File: config.mk
export PLATFORM = sky130hd
export DESIGN_NAME = rftc_core
export DESIGN_NICKNAME = d
export VERILOG_FILES = /design/src/hw/rftc_core.v
export VERILOG_INCLUDE_DIRS = /design/src /design/src/hw
export SDC_FILE = /design/constraint.sdc
export NUM_CORES = 1
export LEC_CHECK = 0
export ABC_AREA = 1
export BUFFER_PORTS_ARGS = -buffer_cell sky130_fd_sc_hd__buf_2
export CORE_ASPECT_RATIO = 1.25
export CORE_UTILIZATION = 50
export CTS_CLUSTER_SIZE = 16
export DETAILED_ROUTE_END_ITERATION = 12
export GPL_TIMING_DRIVEN = 0
export MAX_ROUTING_LAYER = met4
export PLACE_DENSITY = 0.69
export SLEW_MARGIN = 20
export SYNTH_ARGS = -nofsm -noshare
export SYNTH_HDL_FRONTEND = slang
export SYNTH_SLANG_ARGS = --single-unit
File: constraint.sdc
create_clock -name hclk -period 3.2 [get_ports hclk]
set_clock_uncertainty 0.05 [all_clocks]
set_input_delay 0.48 -clock hclk [delete_from_list [all_inputs] [get_ports hclk]]
set_output_delay 0.48 -clock hclk [all_outputs]
set_load 0.02 [all_outputs]
File: src/hw/rftc_map.vh
// Register offsets, field positions, argument limits and timing counts for the RF test command block.
// Assumes a 40 MHz bus clock and one aligned 32-bit word per register.
`ifndef RFTC_MAP_VH
`define RFTC_MAP_VH
// ==============================================
// Register byte offsets
`define RFTC_CMD 8'h00
`define RFTC_CHAN 8'h04
`define RFTC_POWER 8'h08
`define RFTC_RATE 8'h0C
`define RFTC_COUNT 8'h10
`define RFTC_GAP 8'h14
`define RFTC_FCTL 8'h18
`define RFTC_DUR 8'h1C
`define RFTC_SEQ 8'h20
`define RFTC_LEN 8'h24
`define RFTC_MODE 8'h28
`define RFTC_DATA 8'h2C
`define RFTC_STATUS 8'h30
`define RFTC_RX_TOTAL 8'h34
`define RFTC_RX_OK 8'h38
`define RFTC_RX_BAD 8'h3C
`define RFTC_RX_FCS 8'h40
// ==============================================
// Command bits
`define RFTC_CMD_FTX 0
`define RFTC_CMD_FRX 1
`define RFTC_CMD_WAVE 2
`define RFTC_CMD_STOP 3
// Mode bits
`define RFTC_MODE_PREAMBLE 0
`define RFTC_MODE_SCRAMBLER 1
`define RFTC_MODE_FORWARD 2
`define RFTC_MODE_MODULATED 3
`define RFTC_MODE_CONT 4
// Power register external amplifier bit
`define RFTC_POWER_EXT 8
// ==============================================
// Argument limits and stream markers
`define RFTC_INT_PWR_MAX 4'h7
`define RFTC_EXT_PWR_MIN 4'h2
`define RFTC_EXT_PWR_MAX 4'hF
`define RFTC_WAVE_RATE_MAX 8'h03
`define RFTC_LEN_MAX 11'h578
`define RFTC_ESC 8'h1B
`define RFTC_KEY_UC 8'h41
`define RFTC_KEY_LC 8'h61
`define RFTC_RATE_1M 8'h02
`define RFTC_RATE_2M 8'h04
`define RFTC_RATE_5M5 8'h0B
`define RFTC_RATE_11M 8'h16
// ==============================================
// Timing
`define RFTC_CLK_NS 25
`define RFTC_US_NS 1000
`define RFTC_CYC_PER_US (`RFTC_US_NS / `RFTC_CLK_NS)
`endif

File: src/hw/rftc_core.v
// RF test command block: AHB-Lite register slave plus frame, receive and wave test sequencing.
// Assumes a radio that acknowledges each frame with rf_tx_done and reports received frames by pulses.
//
// Functional notes
// - Frame power 0-7 internal, 2-15 external amplifier
// - Frame rate 2,4,11,22 mean 1,2,5.5,11
// - Send exactly count frames, 1 to 65535
// - Space frames by gap microseconds, 1-65535
// - Keep low frame control byte, upper zero
// - Byte holds subtype, type, protocol version
// - Sequence control passed unchanged, fragment/sequence split
// - Payload at most 1400, expect that many
// - Frame preamble 1 short; scrambler 1 off
// - No carrier sense before test frames
// - Receive test forwards data when flag set
// - Count four receive classes, report on stop
// - Wave modulated on 1, carrier on 0
// - Wave rate 0-3 mean 1,2,5.5,11
// - Wave preamble 1 long; scrambler 1 off; continuous
// - Wave power limited to 0-7
// - Stop halts any active test
`timescale 1ns/1ps
`include "rftc_map.vh"
module rftc_core (
    // Clock and reset
    input wire hclk,
    input wire hresetn,
    // AHB-Lite slave
    input wire hsel,
    input wire [31:0] haddr,
    input wire [1:0] htrans,
    input wire hwrite,
    input wire [2:0] hsize,
    input wire [31:0] hwdata,
    input wire hready,
    output reg [31:0] hrdata,
    output reg hreadyout,
    output reg hresp,
    // Radio transmit side
    output reg rf_tx_start,
    input wire rf_tx_done,
    output reg [7:0] rf_channel,
    output reg [3:0] rf_power,
    output reg [1:0] rf_rate_sel,
    output reg [15:0] rf_fctl,
    output reg [15:0] rf_duration,
    output reg [15:0] rf_seq,
    output reg [10:0] rf_len,
    output reg rf_short_preamble,
    output reg rf_scrambler_en,
    output reg rf_pl_valid,
    output reg [7:0] rf_pl_data,
    // Radio wave and receive side
    output reg rf_wave_en,
    output reg rf_wave_mod,
    output reg rf_wave_cont,
    output reg rf_rx_en,
    input wire rx_frame,
    input wire rx_good,
    input wire rx_bad,
    input wire rx_fcs_err,
    input wire rx_byte_valid,
    input wire [7:0] rx_byte,
    // Serial forwarding of received bytes
    output reg ser_valid,
    output reg [7:0] ser_data
);
    // ==============================================
    // States
    localparam [8:0] S_IDLE = 9'h001;
    localparam [8:0] S_ESC = 9'h002;
    localparam [8:0] S_KEY = 9'h004;
    localparam [8:0] S_LOAD = 9'h008;
    localparam [8:0] S_SEND = 9'h010;
    localparam [8:0] S_WAITTX = 9'h020;
    localparam [8:0] S_GAP = 9'h040;
    localparam [8:0] S_WAVE = 9'h080;
    localparam [8:0] S_RX = 9'h100;
    localparam [31:0] US_CYC_M1 = `RFTC_CYC_PER_US - 1;
    localparam [5:0] US_LAST = US_CYC_M1[5:0];

    // Frame rate decode: {valid, code}
    function [2:0] frate;
        input [7:0] r;
        begin
            case (r)
                `RFTC_RATE_1M: frate = 3'b100;
                `RFTC_RATE_2M: frate = 3'b101;
                `RFTC_RATE_5M5: frate = 3'b110;
                `RFTC_RATE_11M: frate = 3'b111;
                default: frate = 3'b000;
            endcase
        end
    endfunction

    // ==============================================
    // Registers
    reg [8:0] state_q;
    reg [7:0] chan_q, rate_q;
    reg [8:0] power_q;
    reg [15:0] count_q, gap_q, fctl_q, dur_q, seq_q;
    reg [10:0] len_q;
    reg [4:0] mode_q;
    reg [15:0] sent_q, gap_cnt_q;
    reg [10:0] byte_cnt_q;
    reg [5:0] us_cnt_q;
    reg arg_err_q, stats_rdy_q, key_err_q;
    reg [31:0] rxc_q [0:3];
    reg wr_pend_q;
    reg [7:0] addr_q;

    wire [2:0] fr_dec = frate(rate_q);
    wire ext_pa = power_q[`RFTC_POWER_EXT];
    wire fpwr_ok = ext_pa ? (power_q[3:0] >= `RFTC_EXT_PWR_MIN && power_q[3:0] <= `RFTC_EXT_PWR_MAX)
                          : (power_q[7:0] <= {4'h0, `RFTC_INT_PWR_MAX});
    wire ftx_ok = fpwr_ok && fr_dec[2] && count_q != 16'h0000 && gap_q != 16'h0000
                  && len_q <= `RFTC_LEN_MAX;
    wire wave_ok = power_q[7:0] <= {4'h0, `RFTC_INT_PWR_MAX} && rate_q <= `RFTC_WAVE_RATE_MAX;

    // ==============================================
    // Bus decode
    wire addr_ph = hsel && hready && htrans[1];
    wire wr_now = wr_pend_q;
    wire cmd_wr = wr_now && addr_q == `RFTC_CMD;
    wire data_wr = wr_now && addr_q == `RFTC_DATA;
    wire go_ftx = cmd_wr && hwdata[`RFTC_CMD_FTX] && state_q == S_IDLE;
    wire go_frx = cmd_wr && hwdata[`RFTC_CMD_FRX] && state_q == S_IDLE;
    wire go_wave = cmd_wr && hwdata[`RFTC_CMD_WAVE] && state_q == S_IDLE;
    wire stop = cmd_wr && hwdata[`RFTC_CMD_STOP];

    always @(posedge hclk or negedge hresetn) begin
        if (!hresetn) begin
            wr_pend_q <= 1'b0;
            addr_q <= 8'h00;
            hreadyout <= 1'b0;
            hresp <= 1'b0;
        end else begin
            wr_pend_q <= addr_ph && hwrite;
            if (addr_ph) begin
                addr_q <= haddr[7:0];
            end
            hreadyout <= 1'b1;
            hresp <= 1'b0;
        end
    end

    // Configuration writes, held stable while a test runs
    always @(posedge hclk or negedge hresetn) begin
        if (!hresetn) begin
            chan_q <= 8'h00;
            power_q <= 9'h000;
            rate_q <= 8'h00;
            count_q <= 16'h0000;
            gap_q <= 16'h0000;
            fctl_q <= 16'h0000;
            dur_q <= 16'h0000;
            seq_q <= 16'h0000;
            len_q <= 11'h000;
            mode_q <= 5'h00;
        end else if (wr_now && state_q == S_IDLE) begin
            case (addr_q)
                `RFTC_CHAN: chan_q <= hwdata[7:0];
                `RFTC_POWER: power_q <= hwdata[8:0];
                `RFTC_RATE: rate_q <= hwdata[7:0];
                `RFTC_COUNT: count_q <= hwdata[15:0];
                `RFTC_GAP: gap_q <= hwdata[15:0];
                `RFTC_FCTL: fctl_q <= {8'h00, hwdata[7:0]};
                `RFTC_DUR: dur_q <= hwdata[15:0];
                `RFTC_SEQ: seq_q <= hwdata[15:0];
                `RFTC_LEN: len_q <= hwdata[10:0];
                `RFTC_MODE: mode_q <= hwdata[4:0];
                default: chan_q <= chan_q;
            endcase
        end
    end

    // ==============================================
    // Read data, latched at the address phase
    always @(posedge hclk or negedge hresetn) begin
        if (!hresetn) begin
            hrdata <= 32'h00000000;
        end else if (addr_ph && !hwrite) begin
            case (haddr[7:0])
                `RFTC_CHAN: hrdata <= {24'h000000, chan_q};
                `RFTC_POWER: hrdata <= {23'h000000, power_q};
                `RFTC_RATE: hrdata <= {24'h000000, rate_q};
                `RFTC_COUNT: hrdata <= {16'h0000, count_q};
                `RFTC_GAP: hrdata <= {16'h0000, gap_q};
                `RFTC_FCTL: hrdata <= {16'h0000, fctl_q};
                `RFTC_DUR: hrdata <= {16'h0000, dur_q};
                `RFTC_SEQ: hrdata <= {16'h0000, seq_q};
                `RFTC_LEN: hrdata <= {21'h000000, len_q};
                `RFTC_MODE: hrdata <= {27'h0000000, mode_q};
                `RFTC_STATUS: hrdata <= {sent_q, 4'h0, key_err_q, stats_rdy_q, arg_err_q, state_q};
                `RFTC_RX_TOTAL: hrdata <= rxc_q[0];
                `RFTC_RX_OK: hrdata <= rxc_q[1];
                `RFTC_RX_BAD: hrdata <= rxc_q[2];
                `RFTC_RX_FCS: hrdata <= rxc_q[3];
                default: hrdata <= 32'h00000000;
            endcase
        end
    end

    // ==============================================
    // Receive statistics
    wire [3:0] rx_ev = {rx_fcs_err, rx_bad, rx_good, rx_frame};
    genvar gi;
    generate
        for (gi = 0; gi < 4; gi = gi + 1) begin : g_rxc
            always @(posedge hclk or negedge hresetn) begin
                if (!hresetn) begin
                    rxc_q[gi] <= 32'h00000000;
                end else if (go_frx) begin
                    rxc_q[gi] <= 32'h00000000;
                end else if (state_q == S_RX && rx_ev[gi]) begin
                    rxc_q[gi] <= rxc_q[gi] + 32'h00000001;
                end
            end
        end
    endgenerate

    // ==============================================
    // Test sequencer
    always @(posedge hclk or negedge hresetn) begin
        if (!hresetn) begin
            state_q <= S_IDLE;
            sent_q <= 16'h0000;
            gap_cnt_q <= 16'h0000;
            byte_cnt_q <= 11'h000;
            us_cnt_q <= 6'h00;
            arg_err_q <= 1'b0;
            stats_rdy_q <= 1'b0;
            key_err_q <= 1'b0;
            rf_tx_start <= 1'b0;
            rf_pl_valid <= 1'b0;
            rf_pl_data <= 8'h00;
        end else begin
            rf_tx_start <= 1'b0;
            rf_pl_valid <= 1'b0;
            if (stop) begin
                stats_rdy_q <= (state_q == S_RX);
                state_q <= S_IDLE;
            end else begin
                case (state_q)
                    S_IDLE: begin
                        if (go_ftx) begin
                            arg_err_q <= !ftx_ok;
                            key_err_q <= 1'b0;
                            sent_q <= 16'h0000;
                            if (ftx_ok) begin
                                state_q <= S_ESC;
                            end
                        end else if (go_wave) begin
                            arg_err_q <= !wave_ok;
                            if (wave_ok) begin
                                state_q <= S_WAVE;
                            end
                        end else if (go_frx) begin
                            arg_err_q <= 1'b0;
                            stats_rdy_q <= 1'b0;
                            state_q <= S_RX;
                        end
                    end
                    S_ESC: begin
                        if (data_wr) begin
                            if (hwdata[7:0] == `RFTC_ESC) begin
                                state_q <= S_KEY;
                            end else begin
                                key_err_q <= 1'b1;
                            end
                        end
                    end
                    S_KEY: begin
                        if (data_wr) begin
                            if (hwdata[7:0] == `RFTC_KEY_UC || hwdata[7:0] == `RFTC_KEY_LC) begin
                                byte_cnt_q <= 11'h000;
                                state_q <= (len_q == 11'h000) ? S_SEND : S_LOAD;
                            end else begin
                                key_err_q <= 1'b1;
                                state_q <= S_ESC;
                            end
                        end
                    end
                    S_LOAD: begin
                        if (data_wr) begin
                            rf_pl_valid <= 1'b1;
                            rf_pl_data <= hwdata[7:0];
                            byte_cnt_q <= byte_cnt_q + 11'h001;
                            if (byte_cnt_q + 11'h001 == len_q) begin
                                state_q <= S_SEND;
                            end
                        end
                    end
                    S_SEND: begin
                        rf_tx_start <= 1'b1;
                        state_q <= S_WAITTX;
                    end
                    S_WAITTX: begin
                        if (rf_tx_done) begin
                            sent_q <= sent_q + 16'h0001;
                            gap_cnt_q <= gap_q;
                            us_cnt_q <= 6'h00;
                            state_q <= (sent_q + 16'h0001 == count_q) ? S_IDLE : S_GAP;
                        end
                    end
                    S_GAP: begin
                        if (us_cnt_q == US_LAST) begin
                            us_cnt_q <= 6'h00;
                            gap_cnt_q <= gap_cnt_q - 16'h0001;
                            if (gap_cnt_q == 16'h0001) begin
                                state_q <= S_SEND;
                            end
                        end else begin
                            us_cnt_q <= us_cnt_q + 6'h01;
                        end
                    end
                    S_WAVE: state_q <= S_WAVE;
                    S_RX: state_q <= S_RX;
                    default: state_q <= S_IDLE;
                endcase
            end
        end
    end

    // ==============================================
    // Radio settings and serial forwarding
    always @(posedge hclk or negedge hresetn) begin
        if (!hresetn) begin
            rf_channel <= 8'h00;
            rf_power <= 4'h0;
            rf_rate_sel <= 2'b00;
            rf_fctl <= 16'h0000;
            rf_duration <= 16'h0000;
            rf_seq <= 16'h0000;
            rf_len <= 11'h000;
            rf_short_preamble <= 1'b0;
            rf_scrambler_en <= 1'b1;
            rf_wave_en <= 1'b0;
            rf_wave_mod <= 1'b0;
            rf_wave_cont <= 1'b0;
            rf_rx_en <= 1'b0;
            ser_valid <= 1'b0;
            ser_data <= 8'h00;
        end else begin
            rf_channel <= chan_q;
            rf_power <= power_q[3:0];
            rf_fctl <= fctl_q;
            rf_duration <= dur_q;
            rf_seq <= seq_q;
            rf_len <= len_q;
            if (state_q == S_WAVE) begin
                rf_rate_sel <= rate_q[1:0];
                rf_short_preamble <= !mode_q[`RFTC_MODE_PREAMBLE];
            end else begin
                rf_rate_sel <= fr_dec[1:0];
                rf_short_preamble <= mode_q[`RFTC_MODE_PREAMBLE];
            end
            rf_scrambler_en <= !mode_q[`RFTC_MODE_SCRAMBLER];
            rf_wave_en <= state_q == S_WAVE && !stop;
            rf_wave_mod <= mode_q[`RFTC_MODE_MODULATED];
            rf_wave_cont <= mode_q[`RFTC_MODE_CONT];
            rf_rx_en <= state_q == S_RX && !stop;
            ser_valid <= state_q == S_RX && !stop && mode_q[`RFTC_MODE_FORWARD] && rx_byte_valid;
            ser_data <= rx_byte;
        end
    end
endmodule // rftc_core

# [Word level (Yosys, flattened, before mapping)]
# Index checks and enable logic that the tools add are counted.
[totals] ff_bits=434 latchBits=0 input_bits=88 output_inout_bits=132 rom_bits=0 mem_count=0 mem_bits_rw=0
[classes] n_reduce_logical=69 bitwise=1 shift=0 n_div=0 add_sub_neg=8 n_mux=62 multipliers=0 eq_ne=68 order_cmp=5
[op_table] operator="$pmux W32 S15" count=1
[op_table] operator="$mux W32" count=8
[op_table] operator="$add A32 B1 Y32 const B" count=4
[op_table] operator="$mux W9" count=14
[op_table] operator="$eq A8 B6 Y1 const B" count=11
[op_table] operator="$pmux W9 S9" count=1
[op_table] operator="$eq A8 B5 Y1 const B" count=10
[op_table] operator="$mux W16" count=4
[op_table] operator="$pmux W16 S2" count=2
[op_table] operator="$eq A8 B4 Y1 const B" count=5
[op_table] operator="$mux W11" count=3
[op_table] operator="$reduce_bool A16 Y1" count=2
[op_table] operator="$logic_and A1 B1 Y1" count=28
[op_table] operator="$eq A8 B3 Y1 const B" count=3
[op_table] operator="$eq A8 B7 Y1 const B" count=3
[op_table] operator="$ne A3 B3 Y1 const B" count=8
[op_table] operator="$pmux W11 S2" count=1
[op_table] operator="$reduce_and A2 Y1" count=10
[op_table] operator="$mux W1" count=19
[op_table] operator="$ne A2 B2 Y1 const B" count=9
[op_table] operator="$reduce_bool A2 Y1" count=9
[op_table] operator="$add A16 B1 Y16 const B" count=1
[op_table] operator="$eq A16 B1 Y1 const B" count=1
[op_table] operator="$eq A16 B16 Y1" count=1
[op_table] operator="other kinds (41)" count=55

# [Longest topological paths before layout]
[logic_depth] ltp_word=11 mapped_depth=16 mapped_depth_nobuf=16

# [Least setup slack after synthesis]
# Ideal clock, no wire load.
[synth_timing] path_kind="input-to-reg" start="in haddr[5]" end="reg hrdata[4]" slack_ps=1275 required_time_ps=3067 arrival_time_ps=1793 stages=8 n_path_buf=1 setup_time_ps=83 path_cell_list="inv_1 > nand2_1 > nor3_1 > nand2_2 > buf_2 > o2111ai_1 > nor3_1 > o21ai_0"
[synth_between] elab_chain_len=2 word_cells_on_any_way=16
[synth_rtl] element="from (decl)" line_no="rftc_core.v:30" text="input wire [31:0] haddr,"
[synth_rtl] element="$eq A8 B7 Y1 (tied with other cells)" line_no="rftc_core.v:183" text="case (haddr[7:0])"
[synth_rtl] element="$pmux W32 S15 (*)" line_no="rftc_core.v:183"
[synth_rtl] element="to (signal assigned)" line_no="rftc_core.v:184" text="`RFTC_CHAN: hrdata <= {24'h000000, chan_q};"
[synth_rtl] element="to (signal assigned)" line_no="rftc_core.v:185" text="`RFTC_POWER: hrdata <= {23'h000000, power_q};"
[synth_rtl] element="to (signal assigned)" line_no="rftc_core.v:186" text="`RFTC_RATE: hrdata <= {24'h000000, rate_q};"
[synth_rtl] element="to (decl)" line_no="rftc_core.v:36" text="output reg [31:0] hrdata,"
# Mark *: on every way between the ends. The rest lies on a longest branch, timed or not.
# A chain may end at the register's enable or synchronous reset.

# [Worst setup path in the final report]
[layout_timing] start="reg state_q[6]" end="reg rxc_q[93] in the netlist's numbering"
[layout_between] elab_chain_len=3 word_cells_on_any_way=6
[layout_rtl] element="from (decl)" line_no="rftc_core.v:98" text="reg [8:0] state_q;"
[layout_rtl] element="from (signal assigned)" line_no="rftc_core.v:277" text="state_q <= (len_q == 11'h000) ? S_SEND : S_LOAD;"
[layout_rtl] element="from (signal assigned)" line_no="rftc_core.v:303" text="state_q <= (sent_q + 16'h0001 == count_q) ? S_IDLE : S_GAP;"
[layout_rtl] element="$eq A9 B1 Y1 / $eq A9 B9 Y1 (equally long branches)" line_no="rftc_core.v:127, rftc_core.v:215"
[layout_rtl] element="$logic_and A1 B1 Y1, on equally long branches" line_no="rftc_core.v:127, rftc_core.v:215"
[layout_rtl] element="$mux W32 / $reduce_bool A2 Y1 (equally long branches)"
[layout_rtl] element="to (signal, indexed assignment)" line_no="rftc_core.v:216" text="rxc_q[gi] <= rxc_q[gi] + 32'h00000001;"
[layout_rtl] element="to (decl)" line_no="rftc_core.v:108" text="reg [31:0] rxc_q [0:3];"
# Several ways; a longest one is shown, not always the timed one.

==> impl_metrics.tcl <==
set metrics [dict create \
    p_int_mw 9.992 \
    antennaDiodeCount 0 \
    first_pass_iters 6 \
    power.leakage_nw 12.46 \
    startpoint_type "flip-flop" \
    wl_mm 84.73 \
    grt_util_all_layers 0.3939 \
    critPathRequiredTime_ns 3.61 \
    setup_viol 0 \
    power_density_mw_per_mm2 585.4 \
    grt_first_pass_wirelength_mm 127.2 \
    drv_slew 0 \
    synth_cell_types 58 \
    cp.arrival_ns 3.51 \
    tightest_slew_ns 1.215 \
    setup.worst_path.class "reg2reg" \
    period_share 0.9700 \
    min_from "rx_byte_valid" \
    synth_edf_count 0 \
    power_switching_mw 4.873 \
    async_reset_ff_frac 1.000 \
    yosysWarnings 0 \
    drt_iter0_markers 2077 \
    ios 220 \
    port_buffers 166 \
    synth_flop_cell "dfrtp_1" \
    wl_met2_mm 40.22 \
    fmax_mhz 322.2 \
    coreArea_mm2 0.04329 \
    post_cts_buffers 0 \
    layout_min_cycle_time_ns 3.104 \
    antenna_found_initial 1 \
    initial_core_util 0.5089 \
    vias 21350 \
    die_w_um 189.7 \
    insertion_delay_ns 0.60 \
    synthCells 2777 \
    die_y_um 236.7 \
    syn_area_mm2 0.02203 \
    hold_path_depth 3 \
    overflow 0 \
    die_area_mm2 0.04490 \
    dp.cells 3521 \
    reg2reg_depth 7 \
    r2r_start "state_q[6]" \
    seqPwrFrac 0.447 \
    via_per_inst 5.912 \
    top_layer "met4" \
    seq_area_frac_synth 0.4932 \
    htreeDepth 2 \
    yosys_register_bits 434 \
    cts_tree "yes" \
    hold_path_class "in2reg" \
    reg2reg_to "rxc_q[93]" \
    finalNonFillerCells 3611 \
    power_frac_clock 0.379 \
    dp_hpwl_mm 65.57 \
    syn_area_per_cell_um2 7.932 \
    ff2ff_setup_slack_ns 0.1 \
    grt_pass1_vias 20540 \
    crit_path_end_kind "flip-flop" \
    clkTransAtPathRegs_ns 0.07 \
    switching_share 0.3278 \
    rows 85 \
    layout-drive-gt1-share 0.1172 \
    slew_headroom 0.1840 \
    critical_path.max_fanout 10 \
    outcome "finished clean" \
    drcViolationCount 0 \
    p_comb_frac 0.174 \
    routedWlPerCell_um 23.47 \
    nNetsFinal 3110 \
    min_to "ser_valid" \
    numCtsBuffers 46 \
    hold_viol 0 \
    place_congestion 1.054 \
    final_util 0.5867 \
    ant_nets 0 \
    grt_max_degree 101 \
    max-cap-violations 0 \
    fill_cells 3947 \
    met1_length_mm 32.78 \
    wl_met3_mm 5.821 \
    vdd_ir_drop_max_mv 0.4783 \
    clk_path_buf_depth 3 \
    syn_to_final_growth_pct 15.30 \
    cts_root_buf "clkbuf_16" \
    cts.sinks 434 \
    rsz0062_at_grt "no" \
]
what timing repair did:
item                                   4_1_cts  5_1_grt
endpoints found under the hold margin      104        0
hold buffers                                 9        0
resized for setup                            0        0
worst max path at each step:
stage / cells past startpoint / startpoint / to / slack (ns)
detailed placement: 11 / haddr[5] / hrdata[13] / -0.04
CTS: 7 / state_q[4] / rxc_q[93] / 0.14
finish: 7 / state_q[6] / rxc_q[93] / 0.1
global placement: 1 / hresetn / rxc_q[116] / -7.12
floorplan: 8 / haddr[5] / hrdata[4] / 1.27
global route: 7 / state_q[6] / rxc_q[80] / 0.02
Yosys cell counts, drive strengths merged (7+ instances only):
| cell type | n | area, um2 |
|---|---|---|
| or2 | 12 | 77.58 |
| nor2 | 247 | 1035 |
| a21oi | 109 | 553.0 |
| o21a | 12 | 90.09 |
| xor2 | 16 | 140.1 |
| o22ai | 61 | 381.6 |
| a31oi | 10 | 62.56 |
| nor3 | 103 | 580.6 |
| buf | 29 | 172.7 |
| clkbuf | 53 | 198.9 |
| nand3 | 177 | 923.4 |
| nand2 | 643 | 2461 |
| nor4 | 26 | 198.9 |
| a211oi | 32 | 240.2 |
| inv | 348 | 1306 |
| nand4 | 84 | 538.0 |
| ha | 9 | 112.6 |
| o21ai | 298 | 1495 |
| nor3b | 7 | 57.55 |
| a221oi | 24 | 210.2 |
| dfrtp | 432 | 10810 |
| o211ai | 8 | 60.06 |
layout make-up:
class | count | area, um2 | area share
inverters | 352 | 1323 | 0.05208
multi-input cells | 1917 | 9499 | 0.3740
plain buffers | 82 | 371.6 | 0.01463
clock inverters | 23 | 286.5 | 0.01128
flip-flops and latches | 434 | 10860 | 0.4277
clock buffers | 58 | 1277 | 0.05030
repair buffers | 180 | 1069 | 0.04208
well taps | 565 | 706.9 | 0.02784
layer usage:
metal / up-vias / track usage
met5: - / -
met4: 0 / 0.2397
met3: 243 / 0.05751
met2: 1048 / 0.6249
met1: 10270 / 0.4743
li1: 9788 / -
power groups by stage:
stage | sequential, mW | combinational [mW] | clock, mW
2_1_floorplan | 6.60 | 1.57 | 0
3_3_place_gp | 6.70 | 2.46 | 0
3_5_place_dp | 6.71 | 2.52 | 0
4_1_cts | 6.62 | 2.55 | 5.69
5_1_grt | 6.70 | 2.86 | 5.89
6_report | 6.65 | 2.58 | 5.64
registers in the layout (all words and copies together), names as in the netlist, 6 cells and up:
signal,count
addr_q,8
byte_cnt_q,11
chan_q,8
count_q,16
dur_q,16
fctl_q,8
gap_cnt_q,16
gap_q,16
hrdata,32
len_q,11
power_q,9
rate_q,8
rf_channel,8
rf_duration,16
rf_fctl,8
rf_len,11
rf_pl_data,8
rf_seq,16
rxc_q,128
sent_q,16
seq_q,16
ser_data,8
state_q,9
us_cnt_q,6
cells in the final DEF, fill, tap and decap left out, types with 6 or more instances in the layout:
master | netlist | routed
conb_1 | 2 | 10
dfrtp_1 | 432 | 432
ha_1 | 9 | 9
clkinv_2 | 1 | 9
xor2_1 | 16 | 16
a211oi_1 | 32 | 32
clkbuf_16 | 0 | 47
nand2_2 | 7 | 7
nor4_1 | 23 | 23
a31oi_1 | 10 | 10
nor3b_1 | 6 | 6
buf_4 | 11 | 11
o2111ai_1 | 6 | 6
a21oi_1 | 107 | 107
clkbuf_1 | 53 | 58
clkbuf_8 | 0 | 6
nor2_2 | 16 | 16
nand2_1 | 632 | 632
or2_2 | 10 | 10
inv_2 | 8 | 8
nand3_1 | 171 | 171
o211ai_1 | 8 | 8
inv_1 | 340 | 340
buf_2 | 18 | 183
nor2_1 | 222 | 222
o21a_1 | 12 | 12
dlygate4sd3_1 | 0 | 9
a221oi_1 | 24 | 24
nand4_1 | 82 | 82
nor3_1 | 95 | 95
o21ai_1 | 6 | 6
o21ai_0 | 291 | 291
o22ai_1 | 61 | 61
nor2_4 | 9 | 9
through the flow:
stage | hold WS [ns] | power (mW) | worst slack (ns) | TNS, ns | area [um2]
floorplan | 0.1344 | 8.168 | 1.275 | 0 | 22060
global placement | 0.3440 | 9.164 | -7.119 | -3059.64 | 23590
detailed placement | 0.3486 | 9.235 | -0.03658 | -0.03658 | 23740
CTS | 0.03611 | 14.86 | 0.1391 | 0 | 25400
global route | 0.05591 | 15.45 | 0.02159 | 0 | 25400
finish | 0.05978 | 14.87 | 0.09589 | 0 | 25400
cell families (layout without fill, tap and decap cells):
| family | count (synthesis) | after routing | share of synthesized area |
|---|---|---|---|
| simple gates | 1307 | 1307 | 0.2689 |
| compound gates | 571 | 571 | 0.1470 |
| flops | 434 | 434 | 0.4932 |
| buf+inv | 434 | 695 | 0.07691 |
| xor+xnor | 20 | 20 | 0.008578 |
| fa+ha+maj | 9 | 9 | 0.005113 |
| other cells | 2 | 10 | 0.0003410 |
critical path: stages (launching register included):
cell      delay, ns
dfrtp_1        0.45
nor2_4         0.18
nand2_4        0.11
nor3_1         0.52
nand3_1        0.70
clkbuf_1       0.59
nand4_1        0.22
o21ai_0        0.12
No activity file was read; power rests on OpenSTA's default activity.
